--- src/rtl/cwg_pkg.sv ---
package cwg_pkg;

	// Byte addresses of the software-visible registers.
	localparam logic [7:0] OFF_CONTROL_FIRST  = 8'h00;
	localparam logic [7:0] OFF_CONTROL_SECOND = 8'h04;
	localparam logic [7:0] OFF_CLOCK_CONTROL  = 8'h08;
	localparam logic [7:0] OFF_INPUT_SELECT   = 8'h0C;
	localparam logic [7:0] OFF_RISING_DB      = 8'h10;
	localparam logic [7:0] OFF_FALLING_DB     = 8'h14;
	localparam logic [7:0] OFF_STEERING       = 8'h18;
	localparam logic [7:0] OFF_SHUTDOWN       = 8'h1C;
	localparam logic [7:0] OFF_STATUS         = 8'h20;

	// Field positions inside the first control register.
	localparam int BIT_ENABLE = 7;
	localparam int BIT_RELOAD = 6;
	// Field positions inside the second control register.
	localparam int BIT_DB_RISE_EN = 4;
	localparam int BIT_DB_FALL_EN = 5;
	// Field positions inside the shutdown register.
	localparam int BIT_AUTO_RESTART = 4;
	localparam int BIT_SW_SHUTDOWN  = 5;
	localparam int POS_OVERRIDE     = 8;

	// Mode field codes.
	localparam logic [2:0] MODE_STEER_ASYNC = 3'h0;
	localparam logic [2:0] MODE_STEER_SYNC  = 3'h1;
	localparam logic [2:0] MODE_FULL_FWD    = 3'h2;
	localparam logic [2:0] MODE_FULL_REV    = 3'h3;
	localparam logic [2:0] MODE_HALF        = 3'h4;
	localparam logic [2:0] MODE_PUSH_PULL   = 3'h5;

	// Reset values; polarity resets to active-high so the outputs idle low.
	localparam logic [3:0] RESET_POLARITY = 4'hF;
	localparam logic [5:0] RESET_DEADBAND = 6'h00;

	// Clock rates, used to derive the fast oscillator tick from the system clock.
	localparam int SYS_CLK_MHZ  = 125;
	localparam int FAST_OSC_MHZ = 16;
	localparam logic [7:0] OSC_STEP = 8'(FAST_OSC_MHZ);
	localparam logic [7:0] OSC_WRAP = 8'(SYS_CLK_MHZ);

endpackage : cwg_pkg

--- src/rtl/complementary_waveform_gen.sv ---
`timescale 1ns/1ps
`default_nettype none

// How it works
// - Six modes chosen by mode field.
// - Half-bridge: A true, B inverted, dead time.
// - Half-bridge: C, D mirror A, B.
// - Push-pull: pulses alternate between A and B.
// - Sequencer resets when disabled or shut down.
// - First pulse after reset goes to A.
// - Push-pull: C copies A, D copies B.
// - Forward: A active, D modulated.
// - Reverse: C active, B modulated.
// - Full-bridge dead band only on direction change.
// - Direction bit changeable while running.
// - Synchronous steering applies at input rise.
// - Immediate steering applies next cycle.
// - Clock source bit picks system or 16 MHz.
// - Four-bit field selects fourteen input sources.
// - Polarity bit set means active-high output.
// - Polarity never alters overrides or shutdown.
// - Auto-shutdown works in every mode.
// - Two 6-bit dead-band timers, own enables.
// - Dead band counts zero up to value.
// - Unsteered outputs hold fixed level.
// - Active-low level shutdown overrides outputs at once.
// - Dead-band values double-buffered, reload on fall.
module complementary_waveform_gen
	import cwg_pkg::*;
(
	// Clock and reset.
	input  wire logic        clk,
	input  wire logic        reset_n,
	// APB register port.
	input  wire logic        psel,
	input  wire logic        penable,
	input  wire logic        pwrite,
	input  wire logic [7:0]  paddr,
	input  wire logic [31:0] pwdata,
	output logic             pready,
	output logic [31:0]      prdata,
	output logic             pslverr,
	// Waveform sources; the pin is asynchronous, the rest share clk.
	input  wire logic        genInputPin,
	input  wire logic        captureUnitOneOutput,
	input  wire logic        captureUnitTwoOutput,
	input  wire logic [3:0]  pwmOutputs,
	input  wire logic        oscillatorOutput,
	input  wire logic        comparatorOneSynced,
	input  wire logic        comparatorTwoSynced,
	input  wire logic [3:0]  logicCellOutputs,
	// Extra shutdown source, active low.
	input  wire logic        timerPostscaled,
	// Driver outputs.
	output logic             outA,
	output logic             outB,
	output logic             outC,
	output logic             outD
);

	// Every flip-flop of the block lives in this one record.
	typedef struct packed {
		logic [2:0]  syncPin;    // Pin synchroniser chain, bit 0 first.
		logic        pinClean;   // Pin level once two stages agree.
		logic        inPrev;     // Selected input one cycle ago.
		logic        enable;     // Module enable.
		logic        reload;     // Dead-band reload request.
		logic [2:0]  mode;       // Operating mode.
		logic [3:0]  pol;        // Output polarity bits, A in bit 0.
		logic [1:0]  dbEn;       // Dead-band enables, rise in bit 0.
		logic        clkSel;     // Generator clock source.
		logic [3:0]  inSel;      // Input source select.
		logic [5:0]  dbrBuf;     // Rising dead-band buffer.
		logic [5:0]  dbfBuf;     // Falling dead-band buffer.
		logic [5:0]  dbrWork;    // Rising dead-band working value.
		logic [5:0]  dbfWork;    // Falling dead-band working value.
		logic [3:0]  steerReq;   // Steering bits as written.
		logic [3:0]  steerAct;   // Steering bits in effect.
		logic [3:0]  fixedLvl;   // Levels of unsteered outputs.
		logic [3:0]  sdSrcEn;    // Shutdown source enables.
		logic        autoRestart;
		logic        sdSw;       // Latched shutdown state.
		logic [3:0]  ovrLvl;     // Shutdown override levels.
		logic [7:0]  oscAcc;     // Fast oscillator phase accumulator.
		logic        rBusy;      // Rising timer running.
		logic [5:0]  rCnt;
		logic        fBusy;      // Falling timer running.
		logic [5:0]  fCnt;
		logic        aOn;        // Half-bridge true output raw level.
		logic        bOn;        // Half-bridge inverted output raw level.
		logic        ppNext;     // Push-pull output for next pulse.
		logic        ppPhase;    // Push-pull output of current pulse.
		logic        dirAct;     // Full-bridge direction in effect.
		logic [3:0]  outs;       // Registered pin levels.
		logic        pready;
		logic [31:0] prdata;
		logic        pslverr;
	} state_type;

	state_type q;        // Current state.
	state_type d;        // Next state.
	logic [13:0] srcVec; // Candidate input sources.
	logic        inNow;  // Selected input.
	logic        rise;   // Input rising edge.
	logic        fall;   // Input falling edge.
	logic        extSd;  // Any enabled external shutdown source low.
	logic        sdState; // Shutdown in force.
	logic [8:0]  accSum; // Accumulator look-ahead.
	logic        tick;   // One generator clock period elapsed.
	logic        fullMode;
	logic        steerMode;

	// Input mux; the pin enters only through its synchroniser.
	assign srcVec = {logicCellOutputs, comparatorTwoSynced, comparatorOneSynced, oscillatorOutput,
		pwmOutputs, captureUnitTwoOutput, captureUnitOneOutput, q.pinClean};
	assign inNow = (q.inSel < 4'hE) ? srcVec[q.inSel] : 1'b0;
	assign rise = inNow & ~q.inPrev;
	assign fall = ~inNow & q.inPrev;
	// Shutdown sources are active low and level sensitive.
	assign extSd = |(q.sdSrcEn & ~{q.pinClean, timerPostscaled, comparatorTwoSynced, comparatorOneSynced});
	assign sdState = q.sdSw | extSd;
	// The 16 MHz tick is a fractional divide of clk, so periods jitter by one clk.
	assign accSum = {1'b0, q.oscAcc} + {1'b0, OSC_STEP};
	assign tick = ~q.clkSel | (accSum >= {1'b0, OSC_WRAP});
	assign fullMode = (q.mode == MODE_FULL_FWD) || (q.mode == MODE_FULL_REV);
	assign steerMode = (q.mode == MODE_STEER_ASYNC) || (q.mode == MODE_STEER_SYNC);

	// Next-state logic for the whole block.
	always_comb begin
		logic [3:0] raw;
		logic       apbWr;
		logic [31:0] rd;
		raw = 4'h0;
		rd = 32'h0000_0000;
		d = q;
		apbWr = psel & penable & q.pready & pwrite;
		// Synchroniser: the first stage is read only by the second.
		d.syncPin = {q.syncPin[1:0], genInputPin};
		if (q.syncPin[1] == q.syncPin[2]) begin
			d.pinClean = q.syncPin[2];
		end
		d.inPrev = inNow;
		// Fast oscillator accumulator.
		if (q.clkSel && tick) begin
			d.oscAcc = 8'(accSum - {1'b0, OSC_WRAP});
		end else if (q.clkSel) begin
			d.oscAcc = accSum[7:0];
		end
		// Dead-band timers count generator periods from zero to the value.
		if (q.rBusy && tick) begin
			if (q.rCnt == q.dbrWork - 6'h01) begin
				d.rBusy = 1'b0;
				d.aOn = (q.mode == MODE_HALF) ? 1'b1 : q.aOn;
			end else begin
				d.rCnt = q.rCnt + 6'h01;
			end
		end
		if (q.fBusy && tick) begin
			if (q.fCnt == q.dbfWork - 6'h01) begin
				d.fBusy = 1'b0;
				d.bOn = (q.mode == MODE_HALF) ? 1'b1 : q.bOn;
			end else begin
				d.fCnt = q.fCnt + 6'h01;
			end
		end
		// Half-bridge edges; a pulse shorter than the dead band never appears.
		if (q.mode == MODE_HALF) begin
			if (rise) begin
				d.bOn = 1'b0;
				d.fBusy = 1'b0;
				if (q.dbEn[0] && q.dbrWork != RESET_DEADBAND) begin
					d.rBusy = 1'b1;
					d.rCnt = RESET_DEADBAND;
				end else begin
					d.aOn = 1'b1;
				end
			end else if (fall) begin
				d.aOn = 1'b0;
				d.rBusy = 1'b0;
				if (q.dbEn[1] && q.dbfWork != RESET_DEADBAND) begin
					d.fBusy = 1'b1;
					d.fCnt = RESET_DEADBAND;
				end else begin
					d.bOn = 1'b1;
				end
			end
		end
		// Direction change takes effect at the next rise, delayed by dead band.
		if (fullMode && rise && (q.mode[0] != q.dirAct)) begin
			d.dirAct = q.mode[0];
			if (q.mode[0] && q.dbEn[0] && q.dbrWork != RESET_DEADBAND) begin
				d.rBusy = 1'b1;
				d.rCnt = RESET_DEADBAND;
			end else if (!q.mode[0] && q.dbEn[1] && q.dbfWork != RESET_DEADBAND) begin
				d.fBusy = 1'b1;
				d.fCnt = RESET_DEADBAND;
			end
		end
		// Push-pull sequencer.
		if (q.mode == MODE_PUSH_PULL && rise) begin
			d.ppPhase = q.ppNext;
			d.ppNext = ~q.ppNext;
		end
		// Steering selection update.
		if (q.mode == MODE_STEER_ASYNC || (q.mode == MODE_STEER_SYNC && rise)) begin
			d.steerAct = q.steerReq;
		end
		// Consume a pending reload on the falling input edge.
		if (q.enable && q.reload && fall) begin
			d.dbrWork = q.dbrBuf;
			d.dbfWork = q.dbfBuf;
			d.reload = 1'b0;
		end
		// Auto-restart clears a software shutdown at a rising edge.
		if (q.autoRestart && rise && !extSd) begin
			d.sdSw = 1'b0;
		end
		// Register writes, taken at the edge where pready is sampled high.
		if (apbWr) begin
			unique case (paddr)
				OFF_CONTROL_FIRST: begin
					d.enable = pwdata[BIT_ENABLE];
					d.reload = q.reload | pwdata[BIT_RELOAD];
					d.mode = pwdata[2:0];
				end
				OFF_CONTROL_SECOND: begin
					d.pol = pwdata[3:0];
					d.dbEn = {pwdata[BIT_DB_FALL_EN], pwdata[BIT_DB_RISE_EN]};
				end
				OFF_CLOCK_CONTROL: d.clkSel = pwdata[0];
				OFF_INPUT_SELECT: d.inSel = pwdata[3:0];
				OFF_RISING_DB: d.dbrBuf = pwdata[5:0];
				OFF_FALLING_DB: d.dbfBuf = pwdata[5:0];
				OFF_STEERING: begin
					d.steerReq = pwdata[3:0];
					d.fixedLvl = pwdata[7:4];
				end
				OFF_SHUTDOWN: begin
					d.sdSrcEn = pwdata[3:0];
					d.autoRestart = pwdata[BIT_AUTO_RESTART];
					d.sdSw = pwdata[BIT_SW_SHUTDOWN];
					d.ovrLvl = pwdata[POS_OVERRIDE +: 4];
				end
				default: ;
			endcase
		end
		// An active source wins over a software clear in the same cycle.
		if (extSd) begin
			d.sdSw = 1'b1;
		end
		// While disabled, buffers load straight into the working values.
		if (!q.enable) begin
			d.dbrWork = d.dbrBuf;
			d.dbfWork = d.dbfBuf;
		end
		// Disable or shutdown returns the sequencer and timers to idle.
		if (!q.enable || sdState) begin
			d.ppNext = 1'b0;
			d.ppPhase = 1'b0;
			d.rBusy = 1'b0;
			d.fBusy = 1'b0;
		end
		if (!q.enable) begin // Shutdown keeps these, so the pins resume as they were once it clears.
			d.aOn = 1'b0;
			d.bOn = 1'b0;
		end
		// Raw active levels per mode, A in bit 0.
		unique case (q.mode)
			MODE_HALF: raw = {q.bOn, q.aOn, q.bOn, q.aOn};
			MODE_PUSH_PULL: raw = {2{inNow & d.ppPhase, inNow & ~d.ppPhase}}; // New phase avoids a stray lead pulse.
			MODE_FULL_FWD, MODE_FULL_REV: begin
				if (q.dirAct) begin
					raw = {1'b0, 1'b1, inNow & ~q.rBusy, 1'b0};
				end else begin
					raw = {inNow & ~q.fBusy, 1'b0, 1'b0, 1'b1};
				end
			end
			default: raw = {4{inNow}};
		endcase
		// Pin levels: polarity applies to active drive and the disabled level only.
		if (!q.enable) begin
			d.outs = ~q.pol;
		end else if (steerMode) begin
			for (int i = 0; i < 4; i++) begin
				if (!q.steerAct[i]) begin
					d.outs[i] = q.fixedLvl[i];
				end else if (sdState) begin
					d.outs[i] = q.ovrLvl[i];
				end else begin
					d.outs[i] = inNow ^ ~q.pol[i];
				end
			end
		end else if (sdState) begin
			d.outs = q.ovrLvl;
		end else begin
			d.outs = raw ^ ~q.pol;
		end
		// APB answer: one wait state, then ready with data.
		d.pready = psel & penable & ~q.pready;
		if (d.pready) begin
			d.pslverr = 1'b0;
			unique case (paddr)
				OFF_CONTROL_FIRST: rd = {24'h00_0000, q.enable, q.reload, 3'h0, q.mode};
				OFF_CONTROL_SECOND: rd = {26'h000_0000, q.dbEn, q.pol};
				OFF_CLOCK_CONTROL: rd = {31'h0000_0000, q.clkSel};
				OFF_INPUT_SELECT: rd = {28'h000_0000, q.inSel};
				OFF_RISING_DB: rd = {26'h000_0000, q.dbrBuf};
				OFF_FALLING_DB: rd = {26'h000_0000, q.dbfBuf};
				OFF_STEERING: rd = {24'h00_0000, q.fixedLvl, q.steerReq};
				OFF_SHUTDOWN: rd = {20'h0_0000, q.ovrLvl, 2'h0, sdState, q.autoRestart, q.sdSrcEn};
				OFF_STATUS: rd = {27'h000_0000, sdState, q.outs};
				default: d.pslverr = 1'b1;
			endcase
			d.prdata = rd;
		end
	end

	// State register; reset leaves the block disabled and idle.
	always_ff @(posedge clk or negedge reset_n) begin
		if (!reset_n) begin
			q <= '0;
			q.pol <= RESET_POLARITY;
		end else begin
			q <= d;
		end
	end

	assign pready = q.pready;
	assign prdata = q.prdata;
	assign pslverr = q.pslverr;
	assign outA = q.outs[0];
	assign outB = q.outs[1];
	assign outC = q.outs[2];
	assign outD = q.outs[3];
endmodule : complementary_waveform_gen

`default_nettype wire

--- config.mk ---
export PLATFORM = sky130hd
export DESIGN_NAME = complementary_waveform_gen
export DESIGN_NICKNAME = d
export VERILOG_FILES = /design/src/rtl/cwg_pkg.sv /design/src/rtl/complementary_waveform_gen.sv
export SDC_FILE = /design/constraint.sdc
export NUM_CORES = 1
export LEC_CHECK = 0
export BUFFER_PORTS_ARGS = -buffer_cell sky130_fd_sc_hd__buf_2
export CAP_MARGIN = 20
export CORE_MARGIN = 2
export CORE_UTILIZATION = 52
export CTS_CLUSTER_DIAMETER = 120
export CTS_CLUSTER_SIZE = 28
export DETAILED_ROUTE_END_ITERATION = 16
export PLACE_DENSITY_LB_ADDON = 0.08
export RECOVER_POWER = 25
export REMOVE_ABC_BUFFERS = 1
export SYNTH_ARGS = -nofsm -noshare
export SYNTH_HDL_FRONTEND = slang
export SYNTH_SLANG_ARGS = --single-unit
--- constraint.sdc ---
create_clock -name clk -period 2.4 [get_ports clk]
set_input_delay 0.12 -clock clk [delete_from_list [all_inputs] [get_ports clk]]
set_output_delay 0.12 -clock clk [all_outputs]
set_load 0.05 [all_outputs]
# == Word-level counts from Yosys, hierarchy flattened ==
# Cells that the tools add are included.
# word_totals
register_bits,132
in_bits,60
output_inout_bits,38
wordCells,201
# op_classes
add_sub_neg,6
order_cmp,3
n_eq_ne,18
muxes,67
bitwise_logic,33
reduce_logical,39
# ops
op,n
$pmux W12 S9,1
$mux W7,7
$mux W6,7
$eq A8 B5 Y1 const B,4
$mux W1,30
$mux W27,1
$mux W12,2
$mux W4,6
$logic_and A1 B1 Y1,17
$eq A8 B4 Y1 const B,2
$mux W16,1
$mux W8,2
$mux W14,1
$add A6 B1 Y6 const B,2
$eq A6 B6 Y1,2
$not A1 Y1,12
$pmux W4 S3,1
$reduce_and A2 Y1,6
$reduce_bool A6 Y1,2
$sub A6 B1 Y6 const B,2
$and A1 B1 Y1,10
$mux W5,2
$add A8 B5 Y9 const B,1
$ge A9 B7 Y1 const B,1
other kinds (27),44

# == Depth between registers and ports, before layout ==
# Gate-level depths: netlist of run 1.
# depth
depth_word,14
depth_mapped,9
depth_no_buf,9

# == Worst setup path before layout of run 1 ==
# OpenSTA, ideal clock, no wires.
# synth_timing
kind,register to register
from,register q[113] (netlist bit)
to,register q[49] (netlist bit)
setup_time_ns,0.094
t_arrival_ns,2.216
t_required_ns,2.306
path_slack_ns,0.090
stages_incl_launch_ff,10
n_path_buf,1
synth_period_minus_slack_ns,2.310
path_cell_list,dfrtp_1 > buf_6 > mux2_2 > a2bb2oi_1 > nand2_4 > o21a_4 > inv_4 > mux2_4 > or3_1 > a221oi_2
# synth_rtl
item,line,source
from (decl),complementary_waveform_gen.sv:100,state_type q;

==> flow_metrics.tcl, run 1 <==
set metrics [dict create \
    clock_path_buffers 2 \
    drc 0 \
    synth.most_common_cell "dfrtp_1" \
    syn_inst 651 \
    fp-row-count 40 \
    top_layer "met4" \
    avgSynthCellArea_um2 9.960 \
    routedWlPerCell_um 19.33 \
    total_power_uw 4692 \
    die_h_um 115.7 \
    ys_types 72 \
    synth_common_cells "dfrtp_1 (108), nor2_1 (63), nand2_1 (53)" \
    route.met2.wl_mm 8.196 \
    cp_top_family "multiplexers" \
    power_density_mw_per_mm2 623.2 \
    slowest_stage "dfrtp_2" \
    hold_ws_ns 0.01558 \
    slew_headroom_pct 23.10 \
    setup_violations 0 \
    yosys.area.top_type "dfrtp_1" \
    synth_top_area_share_pct 41.68 \
    hold_viol 0 \
    grt_pass1_wl_mm 27.10 \
    htree_num_levels 3 \
    initial_core_util_pct 53.53 \
    vias_per_cell 5.890 \
    synth.area.top_cells "dfrtp_1 (42%), mux2_2 (8.7%), xnor2_1 (3.8%), buf_4 (3.7%), nor2_1 (3.6%)" \
    drt_wl_total_mm 17.40 \
    grt-ovfl-total 0 \
    status "completed" \
    dp_hpwl_mm 12.86 \
    vias 5301 \
    end_kind "flop" \
    synth-edff-count 0 \
    coreArea_mm2 0.01211 \
    finalMaxSlewViolations 0 \
    fp.dieW_um 115.7 \
    postRouteAntennaNets 0 \
    clockRootBuffer "clkbuf_16" \
    cts.sinks 112 \
    path_common_cell "mux2_4" \
    clk_latency_ns 0.36 \
    rsz0062_at_grt "true" \
    wl_met3_mm 1.218 \
    yosysSeqAreaShare_pct 43.30 \
    synth_ff_type "dfrtp_1" \
    drv_cap 0 \
    drive_gt1_share_pct 29.51 \
    grt_max_degree 48 \
    crit_chain "buf_4, mux2_4, o22a_4, nand2_4, o21a_4, inv_6, mux2_4, or3_4, a221oi_2" \
    cts_made_buffers 9 \
    grt_usage_pct 26.83 \
    tns_ns 0 \
    worst-path-buf-inv 2 \
    ys_warn_count 0 \
    fin_crit_sh_pct 97.40 \
    cp_max_fo 5 \
    nNetsFinal 796 \
    synth_area_mm2 0.006484 \
    fin_area_mm2 0.007530 \
    placed_area_mm2 0.006992 \
    antenna_found_initial 0 \
    die_area_mm2 0.01338 \
    hp-class "primary input to flop" \
    fmax_ghz 0.4278 \
    crit_path_start_kind "flop" \
    met1Wirelength_mm 7.695 \
    async_flop_share_pct 100.0 \
    first_pass_iters 5 \
    path_clk_slew_ns 0.08 \
    final_cells 900 \
    max_stage_delay_ns 0.45 \
    num_antenna_cells 0 \
    worstPathArrival_ns 2.61 \
    gp_congestion 0.9220 \
    area_delta_synth_final_pct 16.13 \
    path_class "flop to flop" \
    grt_pass1_vias 5030 \
    io_buffers 57 \
    n_fill_cell 1026 \
    peakVddDrop_mv 0.4665 \
    drtIter0Drc 317 \
    numPlacedInstances 870 \
    cp.required_ns 2.67 \
    max_slew.worst_pin.slew_ns 1.153 \
    min_period_ns 2.338 \
    ys_ff_latch 112 \
    cts_tree "built" \
    p_leak_uw 0.003377 \
    fin_skew_ns 0.01223 \
    ioPinCount 98 \
]
==> layout by cell type, fill, tap and decap left out, types with 10 or more instances in the layout <==
master / netlist / routed
xnor2_1: 28 / 27
nand2_1: 53 / 53
buf_4: 32 / 42
nor3_1: 14 / 12
nor2_1: 63 / 62
inv_1: 21 / 19
buf_2: 3 / 54
nand4_1: 10 / 10
dfrtp_1: 108 / 107
a22o_1: 14 / 14
a21oi_1: 21 / 18
conb_1: 1 / 20
mux2_2: 50 / 50
nand3_1: 17 / 17
o22ai_1: 17 / 17
==> state kept, by name (all words and copies together), names as in the netlist <==
register / flops
q: 92
outB: 1
pready: 1
d: 2
pslverr: 1
outD: 1
prdata: 12
outC: 1
outA: 1
==> repair_timing <==
item	4_1_cts	5_1_grt
hold buffers	5	1
hold endpoints to repair	47	1
buffers inserted	2	7
setup endpoints to repair	8	21
gates resized for setup	3	24
pin swaps	2	11
==> layer usage <==
metal	vias to the layer above	global-route usage, %
met5	-	0
met4	0	6.667
met3	17	5.753
met2	203	41.87
met1	2628	38.42
li1	2453	-
==> final timing paths <==
| check | from | end | slack (ns) | cells past startpoint |
|---|---|---|---|---|
| worst max-delay path | q[113]$_DFFE_PN0P_ | q[49]$_DFF_PN0_ | 0.06 | 9 |
| min in group asynchronous | reset_n | q[59]$_DFFE_PN0P_ | 0.53 | 2 |
| max in group asynchronous | reset_n | q[113]$_DFFE_PN0P_ | 0.52 | 3 |
| worst min register to register | d[130]$_DFF_PN0_ | d[131]$_DFF_PN0_ | 0.38 | 0 |
| worst max register to register | q[113]$_DFFE_PN0P_ | q[49]$_DFF_PN0_ | 0.06 | 9 |
| worst min-delay path | pwdata[6] | q[77]$_DFFE_PN0P_ | 0.02 | 2 |
==> cell type report <==
class	count	area (um^2)	area share, %
well taps	168	210.2	2.792
repair buffers	108	696.9	9.256
clock buffers	9	225.2	2.991
multi-input cells	474	3422	45.45
inverters	22	87.58	1.163
clock inverters	7	78.83	1.047
flip-flops and latches	112	2809	37.30
==> power breakdown <==
part / switching, uW / internal (uW) / leakage [uW]
clock: 780 / 746 / 0.000149
sequential: 118 / 1980 / 0.00147
combinational: 604 / 464 / 0.00175
total: 1500 / 3190 / 0.00338
==> through the flow <==
stage               setup WS [ns]  util (%)
CTS                      0.002399     60.95
finish                    0.06246     62.17
global placement         -0.01800     57.73
floorplan               -0.004197         -
global route             -0.02785     62.17
detailed placement        -0.1006     57.73
==> kinds of logic after synthesis <==
group	Yosys count	share of synthesized area [%]
buffers and inverters	84	6.928
adder cells (fa/ha/maj)	10	1.891
AND/OR/NAND/NOR	214	16.40
multiplexers	63	10.92
other	1	0.05784
XOR/XNOR	37	4.998
AO/OA/AOI/OAI	130	15.50
flip-flops	112	43.30
(Power assumes the default switching activity.)
==> run 2, diff against run 1 <==
--- a/config.mk
+++ b/config.mk
@@ -5,6 +5,7 @@
 export SDC_FILE = /design/constraint.sdc
 export NUM_CORES = 1
 export LEC_CHECK = 0
+export ABC_AREA = 1
 export BUFFER_PORTS_ARGS = -buffer_cell sky130_fd_sc_hd__buf_2
 export CAP_MARGIN = 20
 export CORE_MARGIN = 2
==> run 2 against run 1 <==
Setup slack gained 0.14 ns. Sequential power shrank 9%. Flip-flop and latch count is the same. Die area shrank 0.88%. Synthesized area shrank 0.91%. Final cell count grew 13%. Global-route usage shrank 1.3 points. Clock skew shrank 0.0024 ns. Combinational power shrank 71%.
==> flow_metrics.tcl, run 2 <==
set metrics [dict create \
    status "completed" \
    drc 0 \
    min_period_ns 2.196 \
    largest_reg_flops 92 \
    initial_core_util_pct 53.49 \
    power_density_mw_per_mm2 533.5 \
    vias_per_cell 5.407 \
    max_slew.worst_pin.slew_ns 1.263 \
    fin_area_mm2 0.007122 \
    yosys.area.top_type "dfrtp_1" \
    post_cts_buffers 0 \
    path_clk_slew_ns 0.08 \
    nNetsFinal 938 \
    peakVddDrop_mv 0.3598 \
    worstPathArrival_ns 2.43 \
    post-route-util_pct 59.29 \
    end_kind "flop" \
    fin_skew_ns 0.009872 \
    clock_path_buffers 2 \
    fin_crit_sh_pct 91.49 \
    hp-class "primary input to flop" \
    final_common_cell "nand2_1" \
    drv_cap 0 \
    ys_ff_latch 112 \
    synth-edff-count 0 \
    grt_pass1_wl_mm 26.05 \
    seq_power_share_pct 50.5 \
    yosysSeqAreaShare_pct 43.70 \
    setup_slack_ns 0.2043 \
    slowest_stage "dfrtp_1" \
    syn_inst 809 \
    path_class "flop to flop" \
    cts_tree "built" \
    fp.dieW_um 115.2 \
    crit_path_start_kind "flop" \
    ys_types 55 \
    hold_viol 0 \
    crit_chain "ha_1, xnor2_2, nor2_1, nand2_1, nand2_1, nor2_1, nand2_1, nand2_2, a21oi_4, nand2_1, nor2_1, nand2_1, nor3b_2" \
    pwr-share-clk_pct 41.4 \
    grt_pass1_vias 5282 \
    max_stage_delay_ns 0.45 \
    multi_input_area_mm2 0.002907 \
    async_flop_share_pct 100.0 \
    fmax_ghz 0.4554 \
    placed_area_mm2 0.006766 \
    postRouteAntennaNets 0 \
    routedWlPerCell_um 15.44 \
    grt-ovfl-total 0 \
    num_antenna_cells 0 \
    cts.sinks 112 \
    synth_top_area_share_pct 42.06 \
    largest_register "q" \
    synth.most_common_cell "nand2_1" \
    first_pass_iters 5 \
    p_leak_uw 0.003463 \
    avgSynthCellArea_um2 7.942 \
    gp_congestion 0.9076 \
    mostFrequentLayoutCells "nand2_1 (204), inv_1 (117), dfrtp_1 (107)" \
    synth_area_mm2 0.006425 \
    clockRootBuffer "clkbuf_16" \
    finalMaxSlewViolations 0 \
    switching_power_uw 989.9 \
    cp_top_family "simple AND/OR/NAND/NOR gates" \
    drtIter0Drc 352 \
    area_delta_synth_final_pct 10.85 \
    die_area_mm2 0.01326 \
    path_common_cell "nand2_1" \
    ioPinCount 98 \
    htree_num_levels 3 \
    place_ws_ns 0.1736 \
    grt_max_degree 50 \
    vias 5521 \
    drt_wl_total_mm 15.76 \
    cts_made_buffers 9 \
    antenna_found_initial 0 \
    synth_common_cells "nand2_1 (204), inv_1 (117), dfrtp_1 (108)" \
    p_sw_share_pct 26.05 \
    dp_hpwl_mm 11.92 \
    synth_ff_type "dfrtp_1" \
    n_fill_cell 1122 \
    die_h_um 115.2 \
    tns_ns 0 \
    p_int_uw 2810 \
    worst-path-buf-inv 0 \
    io_buffers 57 \
    fp-row-count 40 \
    coreArea_mm2 0.01201 \
    seqCellArea_mm2 0.002809 \
    cp.required_ns 2.63 \
    setup_violations 0 \
    ys_warn_count 0 \
    grt_usage_pct 25.52 \
    clk_latency_ns 0.36 \
    cp_max_fo 5 \
    drive_gt1_share_pct 14.65 \
    slew_headroom_pct 15.80 \
    power_frac_comb_pct 8.2 \
    synth.area.top_cells "dfrtp_1 (42%), nand2_1 (12%), inv_1 (6.8%), o21ai_0 (4.7%), buf_4 (3.7%)" \
]
run 2: worst register-to-register path: stages (launching register included):
cell and delay (ns):
dfrtp_1 0.45, ha_1 0.27, xnor2_2 0.17, nor2_1 0.10
nand2_1 0.08, nand2_1 0.09, nor2_1 0.06, nand2_1 0.12
nand2_2 0.11, a21oi_4 0.18, nand2_1 0.09, nor2_1 0.15
nand2_1 0.07, nor3b_2 0.15
run 2: cells by family (layout without fill, tap and decap cells):
family	Yosys count	in the layout	synth area share (%)
flops	112	112	43.70
compound gates	141	141	13.28
simple gates	344	344	24.34
buf+inv	170	216	12.37
mux	3	3	0.5258
fa+ha+maj	10	10	1.909
other cells	1	20	0.05837
xor+xnor	28	28	3.817
run 2: final timing paths:
kind / start / end / slack (ns) / cells past startpoint
max: q[61]$_DFFE_PN0P_ / q[46]$_DFF_PN0_ / 0.20 / 13
min: pwdata[11] / q[68]$_DFFE_PN0P_ / 0.01 / 3
max reg2reg: q[61]$_DFFE_PN0P_ / q[46]$_DFF_PN0_ / 0.20 / 13
min reg2reg: d[130]$_DFF_PN0_ / d[131]$_DFF_PN0_ / 0.37 / 0
max in group asynchronous: reset_n / prdata[7]$_DFFE_PN0P_ / 0.72 / 3
min in group asynchronous: reset_n / q[51]$_DFF_PN0_ / 0.56 / 2
run 2: cell type report:
type,count,area share [%]
sequential,112,39.44
multi-input combinational,546,40.81
timing repair buffer,78,6.465
clock buffer,10,3.215
inverter,122,6.465
clock inverter,6,1.019
tap,147,2.583
run 2: metal layers:
layer	GRT usage (%)	share of wire, %	up-vias
met5	0	0	-
met4	10.12	3.8	0
met3	5.746	4.9	37
met2	42.43	49	176
met1	32.50	43	2624
li1	-	-	2684
run 2: power by group through the flow:
stage               registers [uW]  logic (uW)  clock network [uW]
global placement              1950         302                   0
CTS                           1920         313                1600
floorplan                     1960         166                   0
global route                  1920         343                1690
finish                        1920         311                1570
detailed placement            1960         307                   0
run 2: what timing repair did:
item                                   4_1_cts  5_1_grt
setup endpoints to repair                    0        6
hold buffers                                 5        0
gates resized for setup                      0        3
endpoints found under the hold margin       50        0
run 2: stage by stage:
| stage | hold slack, ns | total power (uW) | instances |
|---|---|---|---|
| floorplan | -0.1756 | 2128 | 780 |
| global placement | 0.1920 | 2255 | 1000 |
| detailed placement | 0.1998 | 2262 | 1000 |
| CTS | 0.002300 | 3830 | 1021 |
| global route | 0.04856 | 3952 | 1021 |
| finish | 0.01180 | 3800 | 1021 |
==> run 3, diff against run 2 <==
--- a/config.mk
+++ b/config.mk
@@ -15,7 +15,6 @@
 export DETAILED_ROUTE_END_ITERATION = 16
 export PLACE_DENSITY_LB_ADDON = 0.08
 export RECOVER_POWER = 25
-export REMOVE_ABC_BUFFERS = 1
 export SYNTH_ARGS = -nofsm -noshare
 export SYNTH_HDL_FRONTEND = slang
 export SYNTH_SLANG_ARGS = --single-unit
==> run 3 against run 2 <==
Setup slack better by 0.023 ns. Hold slack improved by 0.0031 ns. Sequential power about the same. Count of clock-buffer cells in the layout is the same.
==> flow_metrics.tcl, run 3 (synthesis results as in run 2) <==
set metrics [dict create \
    clk_latency_ns 0.35 \
    crit_chain "inv_1, o22ai_1, nor2_1, inv_1, or2_1, nor2_2, nand3_2, nand2_2, nand2_1, nand2_1, nand2_1, nand3_1, nand2_1, nand2_1, nand2_1" \
    postRouteAntennaNets 0 \
    status "completed" \
    ff2ff_setup_slack_ns 0.23 \
    worst-path-buf-inv 2 \
    holdPathStages 3 \
    drt_wl_total_mm 15.67 \
    final_common_cell "nand2_1" \
    fin_skew_ns 0.007019 \
    drc 0 \
    num_antenna_cells 0 \
    cts_made_buffers 9 \
    coreArea_mm2 0.01201 \
    path_common_cell "nand2_1" \
    largest_reg_flops 92 \
    io_buffers 57 \
    gp_congestion 0.9264 \
    setup_violations 0 \
    dp_hpwl_mm 11.81 \
    clockRootBuffer "clkbuf_16" \
    busiest_layer "met2" \
    fmax_ghz 0.4602 \
    htree_num_levels 3 \
    min_from "pwdata[11]" \
    max_stage_delay_ns 0.38 \
    clock_path_buffers 2 \
    use_met2_pct 40.63 \
    ioPinCount 98 \
    end_kind "flop" \
    grt_pass1_wl_mm 25.37 \
    p_leak_uw 0.003432 \
    nNetsFinal 937 \
    holdPathEnd "q[68]$_DFFE_PN0P_" \
    initial_core_util_pct 53.49 \
    path_class "flop to flop" \
    drv_cap 0 \
    fp.dieW_um 115.2 \
    vias 5376 \
    crit_path_start_kind "flop" \
    hold_viol 0 \
    finalMaxSlewViolations 0 \
    r2r_end "outA$_DFF_PN0_" \
    cp_top_family "simple AND/OR/NAND/NOR gates" \
    path_clk_slew_ns 0.07 \
    slowest_stage "dfrtp_1" \
    antenna_found_initial 0 \
    grt_pass1_vias 5053 \
    cts_tree "built" \
    grt_use_met3_pct 4.006 \
    final_cells 1019 \
    mostFrequentLayoutCells "nand2_1 (204), inv_1 (117), dfrtp_1 (107)" \
    numPlacedInstances 998 \
    hold_ws_ns 0.01489 \
    worstPathArrival_ns 2.42 \
    power_density_mw_per_mm2 517.3 \
    max_slew.worst_pin.slew_ns 1.048 \
    vias_per_cell 5.276 \
    routedWlPerCell_um 15.37 \
    drive_gt1_share_pct 14.56 \
    rsz0062_at_grt "false" \
    grt-ovfl-total 0 \
    drtIter0Drc 470 \
    reg2reg_from "q[73]$_DFFE_PN0P_" \
    slew_headroom_pct 30.16 \
    fin_crit_sh_pct 90.53 \
    r2r_cells 15 \
    gr-usage-met1_pct 34.36 \
    largest_register "q" \
    cp.required_ns 2.64 \
    grt_usage_pct 24.80 \
    n_fill_cell 1103 \
    min_period_ns 2.173 \
    area_delta_synth_final_pct 10.28 \
    die_h_um 115.2 \
    hp-class "primary input to flop" \
    cts.sinks 112 \
    cp_max_fo 10 \
    grt_max_degree 52 \
    fp-row-count 40 \
    tns_ns 0 \
    peakVddDrop_mv 0.4581 \
    first_pass_iters 5 \
    die_area_mm2 0.01326 \
]
## run 3: through the flow
step	setup slack, ns	util (%)	power, uW	instance area [um^2]
after CTS	0.1075	58.97	3696	7083
after global routing	0.02141	58.99	3812	7086
after detailed placement	0.1192	56.21	2255	6751
after global placement	0.2292	56.21	2251	6751
after floorplan	0.4479	-	2161	6496
final	0.2272	58.99	3665	7086
## run 3: repair_timing
action,CTS,global route
setup buffers,0,1
hold buffers,5,0
endpoints found under the setup margin,0,8
resized for setup,0,4
hold endpoints to repair,44,0
## run 3: per-layer routing
metal,vias to the layer above,part of all wire (%)
met3,22,4.2
met2,144,48
met5,-,0
li1,2669,-
met1,2541,45
met4,0,2.1
## run 3: worst max-delay path by stage
stage / startpoint / endpoint / cells past startpoint
floorplan: q[61]$_DFFE_PN0P_ / q[54]$_DFF_PN0_ / 14
global placement: q[61]$_DFFE_PN0P_ / q[54]$_DFF_PN0_ / 14
detailed placement: q[61]$_DFFE_PN0P_ / q[54]$_DFF_PN0_ / 14
CTS: q[61]$_DFFE_PN0P_ / q[54]$_DFF_PN0_ / 14
global route: q[61]$_DFFE_PN0P_ / q[56]$_DFF_PN0_ / 13
finish: q[73]$_DFFE_PN0P_ / outA$_DFF_PN0_ / 15
## run 3: area by class of cell
type	instances	area, um^2	share of cell area, %
clock inverters	5	42.54	0.6004
well taps	147	183.9	2.596
clock buffers	10	239.0	3.373
repair buffers	77	441.7	6.233
multi-input cells	546	2909	41.06
flip-flops and latches	112	2809	39.64
inverters	122	460.4	6.498
## run 3: tightest hold or removal path, cell delays in order
cell and delay, ns:
buf_2 0.08, nor2_1 0.03, a21oi_1 0.10
## run 3: power by group
group | leakage, uW | internal, uW | switching [uW]
registers | 0.00144 | 1900 | 14.9
logic | 0.00186 | 73.4 | 230
clock network | 0.000135 | 737 | 707
